--- config.mk ---
export PLATFORM = sky130hd
export DESIGN_NAME = rcw_regs
export DESIGN_NICKNAME = d
export VERILOG_FILES = /design/src/rcw_pkg.sv /design/src/rcw_start_delay.sv /design/src/rcw_regs.sv
export SDC_FILE = /design/constraint.sdc
export NUM_CORES = 1
export LEC_CHECK = 0
export BUFFER_PORTS_ARGS = -buffer_cell sky130_fd_sc_hd__buf_2
export CELL_PAD_IN_SITES_DETAIL_PLACEMENT = 0
export CELL_PAD_IN_SITES_GLOBAL_PLACEMENT = 1
export CORE_ASPECT_RATIO = 2
export CORE_UTILIZATION = 31
export DETAILED_ROUTE_END_ITERATION = 12
export MAX_ROUTING_LAYER = met4
export PLACE_DENSITY_LB_ADDON = 0.05
export SETUP_SLACK_MARGIN = 0.15
export SLEW_MARGIN = 20
export SYNTH_ARGS = -nofsm -noshare
export SYNTH_HDL_FRONTEND = slang
export SYNTH_SLANG_ARGS = --single-unit
--- constraint.sdc ---
create_clock -name core_clk -period 4.42 [get_ports core_clk]
set_clock_uncertainty 0.1 [all_clocks]
set_input_delay 0.221 -clock core_clk [delete_from_list [all_inputs] [get_ports core_clk]]
set_output_delay 0.221 -clock core_clk [all_outputs]
set_load 0.1 [all_outputs]
--- src/rcw_pkg.sv ---
// Shared constants for the radio configuration and wake timer register bank
package rcw_pkg;
    // ----------------------------------------
    // Bus shape
    // ----------------------------------------
    localparam int ADDR_W = 10;
    localparam int DATA_W = 8;

    // ----------------------------------------
    // Register offsets
    // ----------------------------------------
    localparam logic [9:0] OFF_BUF_CFG  = 10'h107;
    localparam logic [9:0] OFF_RX_DLY   = 10'h109;
    localparam logic [9:0] OFF_TX_DLY   = 10'h10A;
    localparam logic [9:0] OFF_DLY_EXT  = 10'h10B;
    localparam logic [9:0] OFF_PKT_FMT  = 10'h13E;
    localparam logic [9:0] OFF_FREQ_LO  = 10'h300;
    localparam logic [9:0] OFF_FREQ_MID = 10'h301;
    localparam logic [9:0] OFF_FREQ_HI  = 10'h302;
    localparam logic [9:0] OFF_TX_MOD   = 10'h306;
    localparam logic [9:0] OFF_PWR      = 10'h30C;
    localparam logic [9:0] OFF_LQI      = 10'h30D;
    localparam logic [9:0] OFF_TX_PTR   = 10'h314;
    localparam logic [9:0] OFF_RX_PTR   = 10'h315;
    localparam logic [9:0] OFF_DIV      = 10'h316;
    localparam logic [9:0] OFF_SLEEP    = 10'h317;
    localparam logic [9:0] OFF_RLD_HI   = 10'h318;
    localparam logic [9:0] OFF_RLD_LO   = 10'h319;
    localparam logic [9:0] OFF_WT_CTRL  = 10'h31A;
    localparam logic [9:0] OFF_WT_STAT  = 10'h31B;

    // ----------------------------------------
    // Reset values
    // ----------------------------------------
    localparam logic [7:0]  RST_RX_DLY  = 8'hC0;
    localparam logic [7:0]  RST_TX_DLY  = 8'hC0;
    localparam logic [7:0]  RST_EXT     = 8'h00;
    localparam logic [7:0]  RST_PKT     = 8'h00;
    localparam logic [23:0] RST_FREQ    = 24'h03A980;
    localparam logic        RST_PREEMP  = 1'b1;
    localparam logic [7:0]  RST_TX_PTR  = 8'h80;
    localparam logic [7:0]  RST_RX_PTR  = 8'h00;
    localparam logic [2:0]  RST_DIV     = 3'h0;
    localparam logic [3:0]  RST_SLEEP   = 4'h0;
    localparam logic [15:0] RST_RELOAD  = 16'h0000;

    // ----------------------------------------
    // Field positions
    // ----------------------------------------
    localparam int BIT_DLY_OFF  = 7;
    localparam int BIT_PREEMP   = 0;
    localparam int DIV_MSB      = 2;
    localparam int SLEEP_MSB    = 6;
    localparam int SLEEP_LSB    = 3;
    localparam int BIT_WAKE_EN  = 0;
    localparam int BIT_CAL      = 1;
    localparam int BIT_FLAG_CLR = 0;
    localparam int BIT_TOFLAG   = 1;
    localparam int BIT_COLD     = 2;

    // ----------------------------------------
    // Mode codes
    // ----------------------------------------
    localparam logic [7:0] PKT_STD    = 8'h00;
    localparam logic [7:0] PKT_RAW_RX = 8'h02;
    localparam logic [7:0] PKT_RAW_TX = 8'h03;
    localparam logic [3:0] SLEEP_KEEP_MEM    = 4'h1;
    localparam logic [3:0] SLEEP_KEEP_XTAL   = 4'h4;
    localparam logic [3:0] SLEEP_KEEP_MEM_XT = 4'h5;
    localparam logic [3:0] SLEEP_KEEP_MEM_RC = 4'hB;

    // ----------------------------------------
    // Timing
    // ----------------------------------------
    localparam int CLK_PERIOD_NS = 20;
    localparam int DLY_UNIT_NS   = 1000;
    localparam int EXT_UNIT_US   = 4;
    localparam int CYC_PER_US    = (DLY_UNIT_NS + CLK_PERIOD_NS - 1) / CLK_PERIOD_NS;

    function automatic logic [16:0] rcw_div_ratio(input logic [2:0] code);
        case (code)
            3'h0: rcw_div_ratio = 17'h00001;
            3'h1: rcw_div_ratio = 17'h00004;
            3'h2: rcw_div_ratio = 17'h00008;
            3'h3: rcw_div_ratio = 17'h00010;
            3'h4: rcw_div_ratio = 17'h00080;
            3'h5: rcw_div_ratio = 17'h00400;
            3'h6: rcw_div_ratio = 17'h02000;
            default: rcw_div_ratio = 17'h10000;
        endcase
    endfunction : rcw_div_ratio
endpackage : rcw_pkg

--- src/rcw_start_delay.sv ---
// Receive and transmit start delay timer in microsecond steps
module rcw_start_delay
    import rcw_pkg::*;
(
    input  wire logic       core_clk,
    input  wire logic       srst,
    input  wire logic       clk_en,
    input  wire logic       rx_cmd,
    input  wire logic       tx_cmd,
    input  wire logic [7:0] rx_delay_us,
    input  wire logic [7:0] tx_delay_us,
    input  wire logic [7:0] delay_ext,
    input  wire logic       delay_off,
    output logic            rx_go,
    output logic            tx_go
);
    typedef enum logic [1:0] {SD_IDLE = 2'b01, SD_WAIT = 2'b10} rcw_sd_e;

    localparam logic [5:0] US_LAST = 6'(CYC_PER_US - 1);

    rcw_sd_e     state;
    logic [5:0]  us_cnt;
    logic [10:0] remain;
    logic        for_tx;
    logic [10:0] total;

    // Extension in 4 us steps on top of the base delay
    assign total = {3'h0, (tx_cmd ? tx_delay_us : rx_delay_us)}
                 + {1'b0, delay_ext, 2'b00};

    always_ff @(posedge core_clk)
    begin
        if (srst)
        begin
            state  <= SD_IDLE;
            us_cnt <= 6'h00;
            remain <= 11'h000;
            for_tx <= 1'b0;
            rx_go  <= 1'b0;
            tx_go  <= 1'b0;
        end
        else if (clk_en)
        begin
            rx_go <= 1'b0;
            tx_go <= 1'b0;
            if (rx_cmd || tx_cmd)
            begin
                // A new command restarts the wait
                for_tx <= tx_cmd;
                us_cnt <= 6'h00;
                if (delay_off || total == 11'h000)
                begin
                    state <= SD_IDLE;
                    rx_go <= ~tx_cmd;
                    tx_go <= tx_cmd;
                end
                else
                begin
                    state  <= SD_WAIT;
                    remain <= total;
                end
            end
            else
            begin
                case (state)
                    SD_WAIT:
                    begin
                        if (us_cnt == US_LAST)
                        begin
                            us_cnt <= 6'h00;
                            remain <= remain - 11'h001;
                            if (remain == 11'h001)
                            begin
                                state <= SD_IDLE;
                                rx_go <= ~for_tx;
                                tx_go <= for_tx;
                            end
                        end
                        else
                            us_cnt <= us_cnt + 6'h01;
                    end
                    default: state <= SD_IDLE;
                endcase
            end
        end
    end

    a_bypass_go : assert property (@(posedge core_clk) disable iff (srst)
        clk_en && rx_cmd && !tx_cmd && delay_off |=> rx_go)
        else $error("bypassed receive start not immediate");
    a_delay_wait : assert property (@(posedge core_clk) disable iff (srst)
        clk_en && tx_cmd && !delay_off && tx_delay_us != 8'h00 |=> !tx_go [*2])
        else $error("transmit start came before the delay");
endmodule : rcw_start_delay

--- src/rcw_regs.sv ---
// Radio configuration and wake timer register bank with host register port
//
// Strobed register access was chosen for this implementation.
module rcw_regs
    import rcw_pkg::*;
(
    input  wire logic              core_clk,
    input  wire logic              srst,
    input  wire logic              clk_en,
    input  wire logic [ADDR_W-1:0] reg_addr,
    input  wire logic [DATA_W-1:0] reg_wdata,
    input  wire logic              reg_wr,
    input  wire logic              reg_rd,
    output logic      [DATA_W-1:0] reg_rdata,
    input  wire logic              receive_command,
    input  wire logic              transmit_command,
    input  wire logic [6:0]        controller_owned_bits,
    input  wire logic [7:0]        rssi_dbm,
    input  wire logic [7:0]        link_quality,
    input  wire logic              meas_valid,
    input  wire logic              wake_timeout_in,
    output logic                   rx_search_start,
    output logic                   tx_state_start,
    output logic      [7:0]        packet_format_select,
    output logic      [23:0]       channel_frequency_word,
    output logic                   preemphasis_enable,
    output logic      [7:0]        tx_buffer_base,
    output logic      [7:0]        rx_buffer_base,
    output logic      [16:0]       wake_prescale_ratio,
    output logic      [3:0]        sleep_retention_mode,
    output logic                   timeout_wake_enable,
    output logic      [15:0]       wake_reload,
    output logic                   rc_clock_calibrate_enable,
    output logic                   wake_request,
    output logic                   timeout_flag,
    output logic                   cold_start_flag
);
    // ----------------------------------------
    // Decode
    // ----------------------------------------
    function automatic logic wr_at(input logic [9:0] off);
        wr_at = reg_wr && (reg_addr == off);
    endfunction : wr_at

    function automatic logic pkt_code_ok(input logic [7:0] c);
        pkt_code_ok = (c == PKT_STD) || (c == PKT_RAW_RX) || (c == PKT_RAW_TX);
    endfunction : pkt_code_ok

    function automatic logic sleep_code_ok(input logic [3:0] c);
        sleep_code_ok = (c == SLEEP_KEEP_MEM) || (c == SLEEP_KEEP_XTAL)
                     || (c == SLEEP_KEEP_MEM_XT) || (c == SLEEP_KEEP_MEM_RC);
    endfunction : sleep_code_ok

    logic [7:0] receive_start_delay;
    logic [7:0] transmit_start_delay;
    logic [7:0] start_delay_extension;
    logic       start_delay_off;
    logic [7:0] input_power_readout;
    logic [7:0] link_quality_readout;
    logic [2:0] div_stage;
    logic [2:0] div_code;
    logic [7:0] reload_hi_stage;
    logic [2:0] tmo_sync;
    logic       timeout_evt;
    logic       clear_flags;
    logic [7:0] next_rdata;

    // ----------------------------------------
    // Start delays and radio setup
    // ----------------------------------------
    always_ff @(posedge core_clk)
    begin
        if (srst)
        begin
            receive_start_delay   <= RST_RX_DLY;
            transmit_start_delay  <= RST_TX_DLY;
            start_delay_extension <= RST_EXT;
            start_delay_off       <= 1'b0;
        end
        else if (clk_en)
        begin
            if (wr_at(OFF_RX_DLY))
                receive_start_delay <= reg_wdata;
            if (wr_at(OFF_TX_DLY))
                transmit_start_delay <= reg_wdata;
            if (wr_at(OFF_DLY_EXT))
                start_delay_extension <= reg_wdata;
            if (wr_at(OFF_BUF_CFG))
                start_delay_off <= reg_wdata[BIT_DLY_OFF];
        end
    end

    rcw_start_delay u_start_delay (
        .core_clk    (core_clk),
        .srst        (srst),
        .clk_en      (clk_en),
        .rx_cmd      (receive_command),
        .tx_cmd      (transmit_command),
        .rx_delay_us (receive_start_delay),
        .tx_delay_us (transmit_start_delay),
        .delay_ext   (start_delay_extension),
        .delay_off   (start_delay_off),
        .rx_go       (rx_search_start),
        .tx_go       (tx_state_start)
    );

    always_ff @(posedge core_clk)
    begin
        if (srst)
        begin
            packet_format_select   <= RST_PKT;
            channel_frequency_word <= RST_FREQ;
            preemphasis_enable     <= RST_PREEMP;
            tx_buffer_base         <= RST_TX_PTR;
            rx_buffer_base         <= RST_RX_PTR;
        end
        else if (clk_en)
        begin
            // Reserved format codes are dropped so the radio never sees them
            if (wr_at(OFF_PKT_FMT) && pkt_code_ok(reg_wdata))
                packet_format_select <= reg_wdata;
            if (wr_at(OFF_FREQ_LO))
                channel_frequency_word[7:0] <= reg_wdata;
            if (wr_at(OFF_FREQ_MID))
                channel_frequency_word[15:8] <= reg_wdata;
            if (wr_at(OFF_FREQ_HI))
                channel_frequency_word[23:16] <= reg_wdata;
            if (wr_at(OFF_TX_MOD))
                preemphasis_enable <= reg_wdata[BIT_PREEMP];
            if (wr_at(OFF_TX_PTR))
                tx_buffer_base <= reg_wdata;
            if (wr_at(OFF_RX_PTR))
                rx_buffer_base <= reg_wdata;
        end
    end

    // ----------------------------------------
    // Measurement readbacks
    // ----------------------------------------
    always_ff @(posedge core_clk)
    begin
        if (srst)
        begin
            input_power_readout  <= 8'h00;
            link_quality_readout <= 8'h00;
        end
        else if (clk_en && meas_valid)
        begin
            input_power_readout  <= rssi_dbm;
            link_quality_readout <= link_quality;
        end
    end

    // ----------------------------------------
    // Wake timer setup
    // ----------------------------------------
    always_ff @(posedge core_clk)
    begin
        if (srst)
        begin
            div_stage            <= RST_DIV;
            div_code             <= RST_DIV;
            sleep_retention_mode <= RST_SLEEP;
            timeout_wake_enable  <= 1'b0;
        end
        else if (clk_en)
        begin
            if (wr_at(OFF_DIV))
                div_stage <= reg_wdata[DIV_MSB:0];
            if (wr_at(OFF_SLEEP))
            begin
                div_code            <= div_stage;
                timeout_wake_enable <= reg_wdata[BIT_WAKE_EN];
                if (sleep_code_ok(reg_wdata[SLEEP_MSB:SLEEP_LSB]))
                    sleep_retention_mode <= reg_wdata[SLEEP_MSB:SLEEP_LSB];
            end
        end
    end

    always_ff @(posedge core_clk)
    begin
        if (srst)
            wake_prescale_ratio <= rcw_div_ratio(RST_DIV);
        else if (clk_en)
            wake_prescale_ratio <= rcw_div_ratio(div_code);
    end

    // High byte is only staged, so the timer never sees a half-new value
    always_ff @(posedge core_clk)
    begin
        if (srst)
        begin
            reload_hi_stage <= RST_RELOAD[15:8];
            wake_reload     <= RST_RELOAD;
        end
        else if (clk_en)
        begin
            if (wr_at(OFF_RLD_HI))
                reload_hi_stage <= reg_wdata;
            if (wr_at(OFF_RLD_LO))
                wake_reload <= {reload_hi_stage, reg_wdata};
        end
    end

    always_ff @(posedge core_clk)
    begin
        if (srst)
            rc_clock_calibrate_enable <= 1'b0;
        else if (clk_en && wr_at(OFF_WT_CTRL))
            rc_clock_calibrate_enable <= reg_wdata[BIT_CAL];
    end

    // ----------------------------------------
    // Timeout and cold start flags
    // ----------------------------------------
    // Timeout comes from the slow clock; edge taken after two stages
    always_ff @(posedge core_clk)
    begin
        if (srst)
            tmo_sync <= 3'h0;
        else if (clk_en)
            tmo_sync <= {tmo_sync[1:0], wake_timeout_in};
    end

    assign timeout_evt = tmo_sync[1] & ~tmo_sync[2];
    assign clear_flags = wr_at(OFF_WT_CTRL) && reg_wdata[BIT_FLAG_CLR];

    // A new timeout beats a clear in the same cycle
    always_ff @(posedge core_clk)
    begin
        if (srst)
        begin
            timeout_flag    <= 1'b0;
            cold_start_flag <= 1'b1;
        end
        else if (clk_en)
        begin
            if (timeout_evt)
                timeout_flag <= 1'b1;
            else if (clear_flags)
                timeout_flag <= 1'b0;
            if (clear_flags)
                cold_start_flag <= 1'b0;
        end
    end

    always_ff @(posedge core_clk)
    begin
        if (srst)
            wake_request <= 1'b0;
        else if (clk_en)
            wake_request <= timeout_evt && timeout_wake_enable;
    end

    // ----------------------------------------
    // Read port
    // ----------------------------------------
    // Write-only and unmapped offsets read zero; reserved bits read zero
    always_comb
    begin
        next_rdata = 8'h00;
        case (reg_addr)
            OFF_BUF_CFG:  next_rdata[BIT_DLY_OFF] = start_delay_off;
            OFF_RX_DLY:   next_rdata = receive_start_delay;
            OFF_TX_DLY:   next_rdata = transmit_start_delay;
            OFF_DLY_EXT:  next_rdata = start_delay_extension;
            OFF_PKT_FMT:  next_rdata = packet_format_select;
            OFF_FREQ_LO:  next_rdata = channel_frequency_word[7:0];
            OFF_FREQ_MID: next_rdata = channel_frequency_word[15:8];
            OFF_FREQ_HI:  next_rdata = channel_frequency_word[23:16];
            OFF_TX_MOD:   next_rdata = {controller_owned_bits, preemphasis_enable};
            OFF_PWR:      next_rdata = input_power_readout;
            OFF_LQI:      next_rdata = link_quality_readout;
            OFF_TX_PTR:   next_rdata = tx_buffer_base;
            OFF_RX_PTR:   next_rdata = rx_buffer_base;
            OFF_SLEEP:
            begin
                next_rdata[SLEEP_MSB:SLEEP_LSB] = sleep_retention_mode;
                next_rdata[BIT_WAKE_EN]         = timeout_wake_enable;
            end
            OFF_RLD_LO:   next_rdata = wake_reload[7:0];
            OFF_WT_CTRL:  next_rdata[BIT_CAL] = rc_clock_calibrate_enable;
            OFF_WT_STAT:
            begin
                next_rdata[BIT_TOFLAG] = timeout_flag;
                next_rdata[BIT_COLD]   = cold_start_flag;
            end
            default:      next_rdata = 8'h00;
        endcase
    end

    always_ff @(posedge core_clk)
    begin
        if (srst)
            reg_rdata <= 8'h00;
        else if (clk_en)
            reg_rdata <= reg_rd ? next_rdata : 8'h00;
    end

    // ----------------------------------------
    // Checks
    // ----------------------------------------
    a_read_base : assert property (@(posedge core_clk) disable iff (srst)
        clk_en && reg_rd && reg_addr == OFF_TX_PTR |=> reg_rdata == $past(tx_buffer_base))
        else $error("transmit base read mismatch");
    a_div_staged : assert property (@(posedge core_clk) disable iff (srst)
        clk_en && wr_at(OFF_DIV) |=> $stable(div_code))
        else $error("prescaler applied before sleep config write");
    a_div_commit : assert property (@(posedge core_clk) disable iff (srst)
        clk_en && wr_at(OFF_SLEEP) |=> ##1 wake_prescale_ratio == rcw_div_ratio($past(div_stage, 2)))
        else $error("prescaler ratio not committed");
    a_reload_commit : assert property (@(posedge core_clk) disable iff (srst)
        clk_en && wr_at(OFF_RLD_LO) |=> wake_reload == {$past(reload_hi_stage), $past(reg_wdata)})
        else $error("reload not assembled on low byte write");
    a_reload_hold : assert property (@(posedge core_clk) disable iff (srst)
        clk_en && wr_at(OFF_RLD_HI) |=> $stable(wake_reload))
        else $error("reload changed on high byte write");
    a_flag_sets : assert property (@(posedge core_clk) disable iff (srst)
        clk_en && timeout_evt |=> timeout_flag)
        else $error("timeout flag missed an event");
    a_flag_clear : assert property (@(posedge core_clk) disable iff (srst)
        clk_en && clear_flags && !timeout_evt |=> !timeout_flag && !cold_start_flag)
        else $error("flags not cleared");
    a_wake_gate : assert property (@(posedge core_clk) disable iff (srst)
        wake_request |-> $past(timeout_wake_enable) && $past(timeout_evt))
        else $error("wake without enabled timeout");
    c_rx_start : cover property (@(posedge core_clk) disable iff (srst)
        receive_command ##[1:1000] rx_search_start);
    c_wake : cover property (@(posedge core_clk) disable iff (srst) wake_request);
    c_clear_race : cover property (@(posedge core_clk) disable iff (srst)
        clk_en && clear_flags && timeout_evt);
endmodule : rcw_regs

=== Yosys cells after proc, flatten, opt, wreduce, memory -nomap -nowiden ===
Cells that the tools add are included.

* Eq/ne operators: 37
* Add/subtract/negate cells: 3
* Reduce and logical (&&, ||, !) cells: 56
* Multiplexer cells: 32
* Bitwise logic cells: 4

{| class="wikitable"
|+ Operators by type and width
! kind !! count
|-
| == test 10 bit, second input constant || 14
|-
| one-hot mux 17 bit (7 select lines) || 1
|-
| one-hot mux 4 bit (14 select lines) || 1
|-
| == test 10 x 9 -> 1 bit, second input constant || 5
|-
| two-way mux 11 bit || 4
|-
| one-hot mux 1 bit (14 select lines) || 3
|-
| AND reduction 2 bit || 19
|-
| logical AND 1 bit || 21
|-
| two-way mux 6 bit || 3
|-
| == test 8 x 2 -> 1 bit, second input constant || 2
|-
| two-way mux 8 bit || 2
|-
| one-hot mux 1 bit (15 select lines) || 1
|-
| two-way mux 1 bit || 12
|-
| adder 8 x 10 -> 11 bit || 1
|-
| == test 11 x 1 -> 1 bit, second input constant || 1
|-
| logical NOT 11 bit || 1
|-
| subtractor 11 x 1 -> 11 bit, second input constant || 1
|-
| two-way mux 2 bit || 5
|-
| == test 3 bit, second input constant || 3
|-
| == test 4 x 3 -> 1 bit, second input constant || 2
|-
| logical NOT 8 bit || 1
|-
| logical OR 1 bit || 7
|-
| adder 6 x 1 -> 6 bit, second input constant || 1
|-
| == test 3 x 2 -> 1 bit, second input constant || 2
|-
| other kinds (13) || 19
|}

* Output and inout bits: 101
* Input port bits: 50
* Logic and storage cells: 164
* Flip-flop bits (word level): 179

=== Logic depth before layout (Yosys ltp) ===
Gate-level depths: netlist (run 1).

* Depth after elaboration: 6
* Depth in mapped cells: 11
* Mapped depth without buffers: 10

=== Cells and area by module ===
From an unflattened synthesis (run 1), not the netlist that was laid out.

* Cell total of the unflattened synthesis: 994
* Area, all modules: 8669.6 µm²

{| class="wikitable"
|+ Modules (own cells, without submodules)
! module !! area an instance (µm²) !! instances !! cells each !! seq. area each (µm²)
|-
| rcw_regs || 6895.4 || 1 || 782 || 2962.8
|-
| rcw_start_delay || 1774.2 || 1 || 212 || 440.4
|}

=== Worst setup path before layout (run 1) ===
Ideal clock, no wire load.

* Path type: input to register
* From: input port transmit_command
* To: register u_start_delay.remain[10]
* Setup slack: 0.967 ns
* Arrival: 3.250 ns
* Stages: 11
* Buffers on the path: 1
* Library setup time: 0.103 ns
* Cell sequence: clkbuf_1 -> mux2_2 -> ha_1 -> fa_1 -> xor2_1 -> a2111oi_2 -> o221ai_1 -> or4b_4 -> o21bai_4 -> nor3_2 -> a2111oi_2

* Longest elaborated chain between the ends: 6
* Elaborated cells on any way between the ends: 11

{| class="wikitable"
|+ RTL lines
! element !! RTL line !! RTL
|-
| start: declaration || rcw_regs.sv:16 || <nowiki>input wire logic transmit_command,</nowiki>
|-
| two-way mux 8 bit || rcw_start_delay.sv:28 || <nowiki>assign total = {3'h0, (tx_cmd ? tx_delay_us : rx_delay_us)}</nowiki>
|-
| adder 8 x 10 -> 11 bit || rcw_start_delay.sv:29 || <nowiki>+ {1'b0, delay_ext, 2'b00};</nowiki>
|-
| logical NOT 11 bit || rcw_start_delay.sv:51 || <nowiki>if (delay_off || total == 11'h000)</nowiki>
|-
| logical OR 1 bit || rcw_start_delay.sv:51 ||
|-
| inequality test 2 bit (no source line) || - ||
|-
| AND reduction 4 bit (no source line) || - ||
|-
| end signal: assignment || rcw_start_delay.sv:60 || <nowiki>remain <= total;</nowiki>
|-
| end signal: assignment || rcw_start_delay.sv:71 || <nowiki>remain <= remain - 11'h001;</nowiki>
|-
| end: declaration || rcw_start_delay.sv:23 || <nowiki>logic [10:0] remain;</nowiki>
|}

Parallel ways exist; a longest one is shown, timed or not. The select of a mux whose other input is x is not followed.
A chain may end at the register's enable or synchronous reset.

=== Worst setup path after layout (run 1) ===
* From: register transmit_start_delay[2]
* To: register u_start_delay.remain[10]

* Longest elaborated chain between the ends: 6
* Elaborated cells on any way between the ends: 8

{| class="wikitable"
|+ RTL lines
! element !! RTL line !! RTL
|-
| start: declaration || rcw_regs.sv:55 || <nowiki>logic [7:0] transmit_start_delay;</nowiki>
|-
| start signal: assignment || rcw_regs.sv:85 || <nowiki>transmit_start_delay <= reg_wdata;</nowiki>
|-
| two-way mux 8 bit * || rcw_start_delay.sv:28 ||
|-
| adder 8 x 10 -> 11 bit * || rcw_start_delay.sv:29 ||
|-
| logical NOT 11 bit || rcw_start_delay.sv:51 ||
|-
| logical OR 1 bit || rcw_start_delay.sv:51 ||
|-
| inequality test 2 bit (no source line) || - ||
|-
| AND reduction 4 bit (no source line) || - ||
|}

Every way passes the cells marked *; elsewhere a longest branch is shown, timed or not. The select of a mux whose other input is x is not followed.

==> impl_metrics.py, run 1 <==
metrics = {
    "logic_synthesis": {
        "synthDistinctLibCells": 70,
        "netlist_area_um2": 8170,
        "yosys_register_bits": 170,
        "synth_ff_type": "dfxtp_1",
        "synth_edf_count": 0,
        "seq_area_frac_synth_pct": 41.7,
        "synthCells": 1038,
        "ys.warnings.count": 0,
        "synthArstFlopShare_pct": 0,
        "syn_area_per_cell_um2": 7.87,
    },
    "run_status": {
        "status": "finished clean",
    },
    "finish": {
        "nets": 1228,
        "final_area_um2": 9930,
        "multi_input_area_um2": 4430,
        "drive_gt1_share_pct": 18.9,
        "syn_to_final_growth_pct": 21.6,
        "num-fill-cells": 2818,
        "regArea_um2": 3400,
    },
    "setup_path": {
        "crit_cells": 10,
        "r2r_slack_ns": 0.91,
        "endpoint": "u_start_delay.remain[10]",
        "worstReg2RegEnd": "u_start_delay.remain[10]",
        "path_cells": "mux2_2, ha_1, fa_1, xor2_1, a2111oi_2, o221ai_1, or4b_4, o21bai_4, nor3_2, a2111oi_2",
        "r2r.worst_path.cells": 10,
        "path_max_fanout": 7,
        "critPathLaunch": "transmit_start_delay[2]",
        "cp_slowest_stage_delay_ns": 0.54,
        "slowest_stage": "or4b_4",
        "cp-start-kind": "flop",
        "end_kind": "flop",
        "path_class": "reg2reg",
        "crit_family": "compound AO/OA/AOI/OAI gates",
        "critical_path_required_ns": 4.68,
        "crit_buf_inv": 0,
        "timing.rr.start": "transmit_start_delay[2]",
        "arrival_ns": 3.77,
        "timing.critical_path.mode_cell": "a2111oi_2",
    },
    "clock_network": {
        "cts_tree": "built",
        "cts_setup_buffers": 0,
        "max-clock-path-buffers": 2,
        "clock_sinks": 170,
        "ctsHtreeMaxLevel": 4,
        "cts-resized-gates": 0,
        "clk_latency_ns": 0.46,
        "cts_root_buf": "clkbuf_16",
        "cts_buffers": 17,
        "clkTransAtPathRegs_ns": 0.07,
        "ctsHoldBuffers": 17,
    },
    "floorplan": {
        "die_y_um": 232,
        "fp-row-count": 83,
        "die-area_um2": 27000,
        "die_x_um": 117,
        "io_pins": 151,
        "core-area_um2": 25800,
        "start_util_pct": 31.7,
    },
    "drt": {
        "drt-initial-drc-count": 460,
        "route.detailed.drc": 0,
        "viasPerCell": 5.37,
        "routed_wl_um": 34500,
        "vias": 8172,
        "drt-pass1-iter-count": 5,
        "wire_per_inst_um": 22.7,
        "ant_nets": 0,
    },
    "timing": {
        "timing.final.max_slew_violations": 0,
        "finalSetupTns_ns": 0,
        "setup_violations": 0,
        "setup_ws_ns": 0.910,
        "period_minus_slack_ns": 3.51,
        "worst_slew_margin_rel_pct": 32.5,
        "fin_crit_sh_pct": 79.4,
        "tightest_slew_ns": 1.01,
        "rsz0062_at_grt": "no",
        "hold_viol": 0,
        "clock.fmax_ghz": 0.285,
    },
    "global_route": {
        "grt_overflow": 0,
        "grt_pass1_vias": 8139,
        "antenna_found_initial": 1,
        "grt_start_max_net_pins": 66,
        "track_usage_pct": 27.3,
        "grt_pass1_wl_um": 51400,
    },
    "power_and_ir_drop": {
        "vdd.ir_drop.worst_uv": 245,
        "p_per_area_nw_per_um2": 342,
        "leakagePower_uw": 0.00384,
    },
    "flow_run": {
        "cap_violations": 0,
    },
    "place": {
        "hpwl_um": 25500,
        "gp_congestion": 0.884,
        "io_buffers": 141,
        "pre_cts_ws_ns": 0.612,
        "place_area_um2": 9180,
    },
    "hold_path": {
        "hold_path.class": "in2reg",
    },
}
-- synth_stat cells (10+ instances only) --
| library cell | n | area (µm²) |
|---|---|---|
| inv_1 | 15 | 56.3 |
| nand3_1 | 86 | 430 |
| clkbuf_1 | 58 | 218 |
| nand2_1 | 209 | 785 |
| o21ai_0 | 23 | 115 |
| nor3_1 | 15 | 75.1 |
| a21oi_1 | 126 | 631 |
| a22oi_1 | 22 | 165 |
| nand4_1 | 13 | 81.3 |
| nor2_1 | 72 | 270 |
| a211oi_1 | 10 | 75.1 |
| dfxtp_1 | 170 | 3400 |
| mux2i_1 | 29 | 290 |
| mux2_2 | 11 | 124 |
| ha_1 | 10 | 125 |
| and2_1 | 11 | 68.8 |
-- report_power, final --
part           switching, µW  total, µW  internal (µW)
clock network            664       1530            863
registers               16.6       1570           1550
logic                    222        306           83.2
-- layer usage --
metal / track usage (%) / vias to the layer above / wire length (µm)
met5: - / - / 0
li1: - / 3931 / -
met2: 49.1 / 239 / 18700
met1: 28.0 / 3935 / 12800
met4: 14.4 / 0 / 1680
met3: 3.97 / 67 / 1220
-- kinds of logic (layout without fill, tap and decap cells) --
group,count (synthesis),after routing,share of synthesized area (%)
AO/OA/AOI/OAI,251,251,19.4
XOR/XNOR,8,8,0.858
adder cells (fa/ha/maj),11,11,1.78
buffers and inverters,92,226,4.72
flip-flops,170,170,41.7
multiplexers,40,40,5.07
other,1,10,0.0459
AND/OR/NAND/NOR,465,465,26.4
-- how the worst min path moves through the flow --
stage / from / to / cells past startpoint / slack [ns]
5_1_grt: reg_rd / reg_rdata[7] / 3 / 0.05
2_1_floorplan: rssi_dbm[2] / input_power_readout[2] / 2 / 0.26
4_1_cts: reg_rd / reg_rdata[7] / 3 / 0.009
6_report: reg_rd / reg_rdata[7] / 3 / 0.02
3_3_place_gp: input_power_readout[7] / input_power_readout[7] / 2 / 0.34
3_5_place_dp: input_power_readout[3] / input_power_readout[3] / 2 / 0.35
-- through the flow --
step                hold slack, ns  total power, µW  utilization (%)  instances
global placement             0.340             1900             35.6       1471
floorplan                    0.257             1790                -       1046
global route                0.0455             3510             38.6       1521
finish                      0.0198             3400             38.6       1521
detailed placement           0.347             1900             35.6       1471
CTS                        0.00929             3440             38.6       1520
-- worst reg2reg max path: stages, from the launching register on --
cell and delay (ns):
dfxtp_1 0.33, mux2_2 0.27, ha_1 0.22, fa_1 0.44
xor2_1 0.21, a2111oi_2 0.41, o221ai_1 0.19, or4b_4 0.54
o21bai_4 0.22, nor3_2 0.14, a2111oi_2 0.36
-- state kept, by name, indices dropped and copies added (netlist names), 3 cells and up --
| name | count |
|---|---|
| tx_buffer_base | 8 |
| input_power_readout | 8 |
| receive_start_delay | 8 |
| packet_format_select | 8 |
| reload_hi_stage | 8 |
| rx_buffer_base | 8 |
| tmo_sync | 3 |
| u_start_delay.remain | 11 |
| link_quality_readout | 8 |
| u_start_delay.us_cnt | 6 |
| div_code | 3 |
| transmit_start_delay | 8 |
| div_stage | 3 |
| sleep_retention_mode | 4 |
| channel_frequency_word | 24 |
| start_delay_extension | 8 |
| reg_rdata | 8 |
| wake_reload | 16 |
| wake_prescale_ratio | 8 |
-- cell type report --
type / count / share of cell area, %
Clock buffer: 22 / 4.67
Antenna cell: 1 / 0.0252
Tap cell: 340 / 4.28
Sequential cell: 170 / 34.3
Timing Repair Buffer: 179 / 10.4
Clock inverter: 10 / 1.18
Multi-Input combinational cell: 784 / 44.6
Inverter: 15 / 0.567
-- placed cells by master, fill, tap and decap left out, types with 22 or more instances in the layout --
cell / n
buf_4: 22
o21ai_0: 23
buf_2: 140
nor2_1: 71
mux2i_1: 29
a21oi_1: 126
nand3_1: 86
nand2_1: 209
dfxtp_1: 170
a22oi_1: 22
Power figures use the tool's default switching activity.
==> run 2: changes to the inputs <==
==> constraint.sdc (replaced) <==
create_clock -name core_clk -period 3.6 [get_ports core_clk]
set_clock_uncertainty 0.1 [all_clocks]
set_input_delay 0.18 -clock core_clk [delete_from_list [all_inputs] [get_ports core_clk]]
set_output_delay 0.18 -clock core_clk [all_outputs]
set_load 0.1 [all_outputs]
==> impl_metrics.py, run 2 (synthesis results as in run 1) <==
metrics = {
    "global_route": {
        "track_usage_pct": 27.6,
        "grt_start_max_net_pins": 58,
        "use_met1_pct": 28.2,
        "use_met2_pct": 49.2,
        "grt_util_met3_pct": 3.66,
        "grt_pass1_wl_um": 51800,
        "antenna_found_initial": 0,
        "grt_pass1_vias": 8144,
        "grt_overflow": 0,
        "grt_busiest_layer": "met2",
    },
    "floorplan": {
        "die_x_um": 117,
        "die-area_um2": 27000,
        "die_y_um": 232,
        "start_util_pct": 31.7,
        "core-area_um2": 25800,
        "io_pins": 151,
        "fp-row-count": 83,
    },
    "drt": {
        "ant_nets": 0,
        "vias": 8213,
        "routed_wl_um": 35000,
        "drt-pass1-iter-count": 5,
        "drt-initial-drc-count": 499,
        "viasPerCell": 5.33,
        "route.detailed.drc": 0,
        "wire_per_inst_um": 22.7,
    },
    "place": {
        "hpwl_um": 26200,
        "io_buffers": 141,
        "pre_cts_ws_ns": 0.0625,
        "gp_congestion": 0.903,
    },
    "power_and_ir_drop": {
        "p_comb_share_pct": 9.3,
        "clockPowerShare_pct": 44.6,
        "total_power_uw": 4170,
        "switching_power_uw": 1100,
        "power.internal_uw": 3070,
        "seq_power_share_pct": 46.1,
        "leakagePower_uw": 0.00394,
        "swShare_pct": 26.4,
        "vdd.ir_drop.worst_uv": 266,
        "p_per_area_nw_per_um2": 412,
    },
    "hold_path": {
        "hold_path.class": "in2reg",
        "holdPathEnd": "reg_rdata[1]",
        "hold_depth": 2,
        "min_from": "clk_en",
    },
    "clock_network": {
        "cts_root_buf": "clkbuf_16",
        "clk_latency_ns": 0.45,
        "cts_tree": "built",
        "clock_sinks": 170,
        "max-clock-path-buffers": 2,
        "cts_buffers": 17,
        "ctsHtreeMaxLevel": 4,
        "cts_setup_buffers": 0,
        "clkTransAtPathRegs_ns": 0.06,
    },
    "flow_run": {
        "cap_violations": 0,
    },
    "timing": {
        "hold_viol": 0,
        "hold_ws_ns": 0.0415,
        "period_minus_slack_ns": 3.26,
        "rsz0062_at_grt": "yes",
        "setup_ws_ns": 0.337,
        "finalSetupTns_ns": 0,
        "worst_slew_margin_rel_pct": 43.9,
        "fin_crit_sh_pct": 90.6,
        "clock.fmax_ghz": 0.306,
        "timing.final.max_slew_violations": 0,
        "setup_violations": 0,
        "tightest_slew_ns": 0.838,
    },
    "setup_path": {
        "path_class": "reg2reg",
        "worstReg2RegEnd": "u_start_delay.remain[10]",
        "end_kind": "flop",
        "path_max_fanout": 7,
        "critical_path_required_ns": 3.85,
        "arrival_ns": 3.51,
        "cp-start-kind": "flop",
        "timing.rr.start": "transmit_start_delay[2]",
        "r2r_slack_ns": 0.34,
        "r2r.worst_path.cells": 10,
    },
    "finish": {
        "top_register": "channel_frequency_word",
        "final_cell_mix": "nand2_1, dfxtp_1, buf_2",
        "largest_reg_flops": 24,
        "diodes": 0,
        "nets": 1251,
        "final_util_pct": 39.3,
        "final_common_cell": "nand2_1",
        "syn_to_final_growth_pct": 23.8,
        "top_regs": "channel_frequency_word x24, wake_reload x16, u_start_delay.remain x11",
        "drive_gt1_share_pct": 20.3,
    },
    "run_status": {
        "status": "finished clean",
    },
}
==> run 2: layout make-up <==
type	count	area, µm²
Fill cell	2813	15600
Multi-Input combinational cell	784	4440
Sequential cell	170	3400
Timing Repair Buffer	202	1210
Clock buffer	21	460
Tap cell	340	425
Clock inverter	10	119
Inverter	15	56.3
==> run 2: power groups by stage <==
stage                     Clock [µW]  Sequential, µW  Combinational, µW
after floorplan                    0            1970                230
after global placement             0            1960                372
after detailed placement           0            1960                371
after CTS                       1910            1920                388
after global routing            1990            1920                415
final                           1860            1920                386
==> run 2: per-layer routing <==
layer	part of all wire [%]	up-vias	wire [µm]
li1	-	3983	-
met1	37	3909	13000
met2	54	242	18800
met3	3.6	79	1250
met4	5.5	0	1940
met5	0	-	0
==> run 2: timing repair <==
action / CTS / global route
endpoints found under the setup margin: 1 / 11
endpoints found under the hold margin: 20 / 0
hold buffers: 19 / 0
gates resized for setup: 1 / 1
pin swaps: 0 / 1
==> run 2: metrics by stage <==
step / instance area (µm²) / std cells
after floorplan: 8200 / 1046
after global placement: 9340 / 1492
after detailed placement: 9340 / 1492
after CTS: 10100 / 1542
after global routing: 10100 / 1542
final: 10100 / 1542
==> run 2: worst max-delay path by stage <==
stage	start	end	slack, ns	depth (start not counted)
global placement	transmit_command	u_start_delay.remain[3]	0.12	12
floorplan	transmit_command	u_start_delay.remain[10]	0.19	11
CTS	transmit_start_delay[2]	u_start_delay.remain[10]	0.17	10
finish	transmit_start_delay[2]	u_start_delay.remain[10]	0.34	10
global route	transmit_start_delay[2]	u_start_delay.remain[7]	0.11	11
detailed placement	transmit_command	u_start_delay.remain[3]	0.06	12
==> run 2: worst max-delay path, cell delays in order (launching register included) <==
cell and delay, ns:
dfxtp_1 0.34, mux2_2 0.27, ha_1 0.21, fa_1 0.43
xor2_1 0.21, a2111oi_2 0.28, o221ai_1 0.18, or4b_4 0.53
o21bai_4 0.15, nor3_2 0.11, a2111oi_2 0.35
==> run 3: changes to the inputs <==
--- a/config.mk
+++ b/config.mk
@@ -13,7 +13,7 @@
 export DETAILED_ROUTE_END_ITERATION = 12
 export MAX_ROUTING_LAYER = met4
 export PLACE_DENSITY_LB_ADDON = 0.05
-export SETUP_SLACK_MARGIN = 0.15
+export SETUP_SLACK_MARGIN = 0.4
 export SLEW_MARGIN = 20
 export SYNTH_ARGS = -nofsm -noshare
 export SYNTH_HDL_FRONTEND = slang
==> impl_metrics.py, run 3 (synthesis results as in run 1) <==
metrics = {
    "timing": {
        "hold_ws_ns": 0.0689,
        "timing.final.max_slew_violations": 0,
        "clock.fmax_ghz": 0.318,
        "tightest_slew_ns": 0.867,
        "fin_crit_sh_pct": 87.2,
        "hold_viol": 0,
        "rsz0062_at_grt": "yes",
        "setup_violations": 0,
        "finalSetupTns_ns": 0,
        "worst_slew_margin_rel_pct": 42.0,
        "period_minus_slack_ns": 3.14,
    },
    "run_status": {
        "status": "finished clean",
    },
    "setup_path": {
        "arrival_ns": 3.38,
        "crit_family": "compound AO/OA/AOI/OAI gates",
        "end_kind": "flop",
        "path_max_fanout": 6,
        "cp_slowest_stage_delay_ns": 0.56,
        "path_class": "reg2reg",
        "crit_buf_inv": 1,
        "slowest_stage": "or4b_4",
        "path_cells": "mux2_4, ha_4, fa_2, a211oi_1, o21ai_0, o2111ai_1, or4b_4, o21bai_4, nor3_4, buf_4, o21a_1",
        "cp-start-kind": "flop",
        "critical_path_required_ns": 3.84,
    },
    "drt": {
        "drt-pass1-iter-count": 5,
        "viasPerCell": 5.37,
        "vias": 8258,
        "drt-initial-drc-count": 478,
        "ant_nets": 0,
        "route.detailed.drc": 0,
        "routed_wl_um": 35200,
        "wire_per_inst_um": 22.9,
    },
    "clock_network": {
        "clkTransAtPathRegs_ns": 0.07,
        "clock_sinks": 170,
        "max-clock-path-buffers": 2,
        "cts_root_buf": "clkbuf_16",
        "clk_latency_ns": 0.45,
        "ctsHtreeMaxLevel": 4,
        "cts_buffers": 17,
        "cts_tree": "built",
    },
    "global_route": {
        "track_usage_pct": 27.5,
        "grt_overflow": 0,
        "grt_pass1_wl_um": 51300,
        "grt_start_max_net_pins": 67,
        "grt_pass1_vias": 8024,
        "antenna_found_initial": 1,
    },
    "power_and_ir_drop": {
        "p_per_area_nw_per_um2": 411,
        "vdd.ir_drop.worst_uv": 312,
        "leakagePower_uw": 0.00395,
    },
    "place": {
        "io_buffers": 141,
        "gp_congestion": 0.944,
        "place_area_um2": 9320,
        "hpwl_um": 26100,
    },
    "finish": {
        "largest_reg_flops": 24,
        "top_register": "channel_frequency_word",
        "drive_gt1_share_pct": 20.6,
        "top_regs": "channel_frequency_word x24, wake_reload x16, u_start_delay.remain x11",
        "nets": 1249,
        "final_common_cell": "nand2_1",
        "final_area_um2": 10200,
        "syn_to_final_growth_pct": 24.5,
        "final_cell_mix": "nand2_1, dfxtp_1, buf_2",
    },
    "floorplan": {
        "die_y_um": 232,
        "die_x_um": 117,
        "die-area_um2": 27000,
        "fp-row-count": 83,
        "core-area_um2": 25800,
        "start_util_pct": 31.7,
        "io_pins": 151,
    },
    "flow_run": {
        "cap_violations": 0,
    },
    "hold_path": {
        "hold_path.class": "in2reg",
    },
}
run 3: worst min-delay path: stages:
cell	delay [ns]
buf_2	0.09
a32oi_1	0.08
nand2_1	0.07
o31ai_1	0.06
a21oi_1	0.10
run 3: where the power goes:
| part | switching (µW) | leakage, µW | internal (µW) |
|---|---|---|---|
| Clock | 781 | 0.000288 | 1080 |
| Sequential | 19.9 | 0.00137 | 1900 |
| Combinational | 281 | 0.00229 | 115 |
| Total | 1080 | 0.00395 | 3100 |
run 3: worst paths after layout:
check                            from                endpoint  slack (ns)  depth (start not counted)
min reg2reg    input_power_readout[3]  input_power_readout[3]        0.35                          2
min          controller_owned_bits[5]            reg_rdata[6]        0.07                          5
max            receive_start_delay[2]  u_start_delay.state[1]        0.46                         11
max reg2reg    receive_start_delay[2]  u_start_delay.state[1]        0.46                         11
run 3: layer usage:
metal / track usage [%] / vias to the layer above / wire (µm)
li1: - / 3978 / -
met5: - / - / 0
met2: 49.4 / 238 / 19300
met4: 15.3 / 0 / 1880
met3: 4.73 / 76 / 1250
met1: 27.3 / 3966 / 12800
run 3: cell type report:
cell class	instances	area, µm²
clock buffers	22	484
flip-flops and latches	170	3400
inverters	15	56.3
repair buffers	200	1200
multi-input cells	784	4500
well taps	340	425
clock inverters	7	92.6
diodes	1	2.50
fillers	2853	15600
run 3: stage by stage:
| stage | worst slack, ns | util (%) | cells | total power [µW] |
|---|---|---|---|---|
| 6_report | 0.460 | 39.5 | 1539 | 4180 |
| 5_1_grt | 0.360 | 39.5 | 1539 | 4320 |
| 4_1_cts | 0.410 | 39.3 | 1537 | 4240 |
| 3_5_place_dp | 0.0512 | 36.2 | 1486 | 2340 |
| 3_3_place_gp | 0.175 | 36.2 | 1486 | 2340 |
| 2_1_floorplan | 0.418 | - | 1046 | 2200 |
run 3: repair_timing:
item	CTS	global route
setup buffers	2	1
gates resized for setup	4	4
setup endpoints to repair	12	12
endpoints found under the hold margin	28	0
hold buffers	20	0
pin swaps	7	1
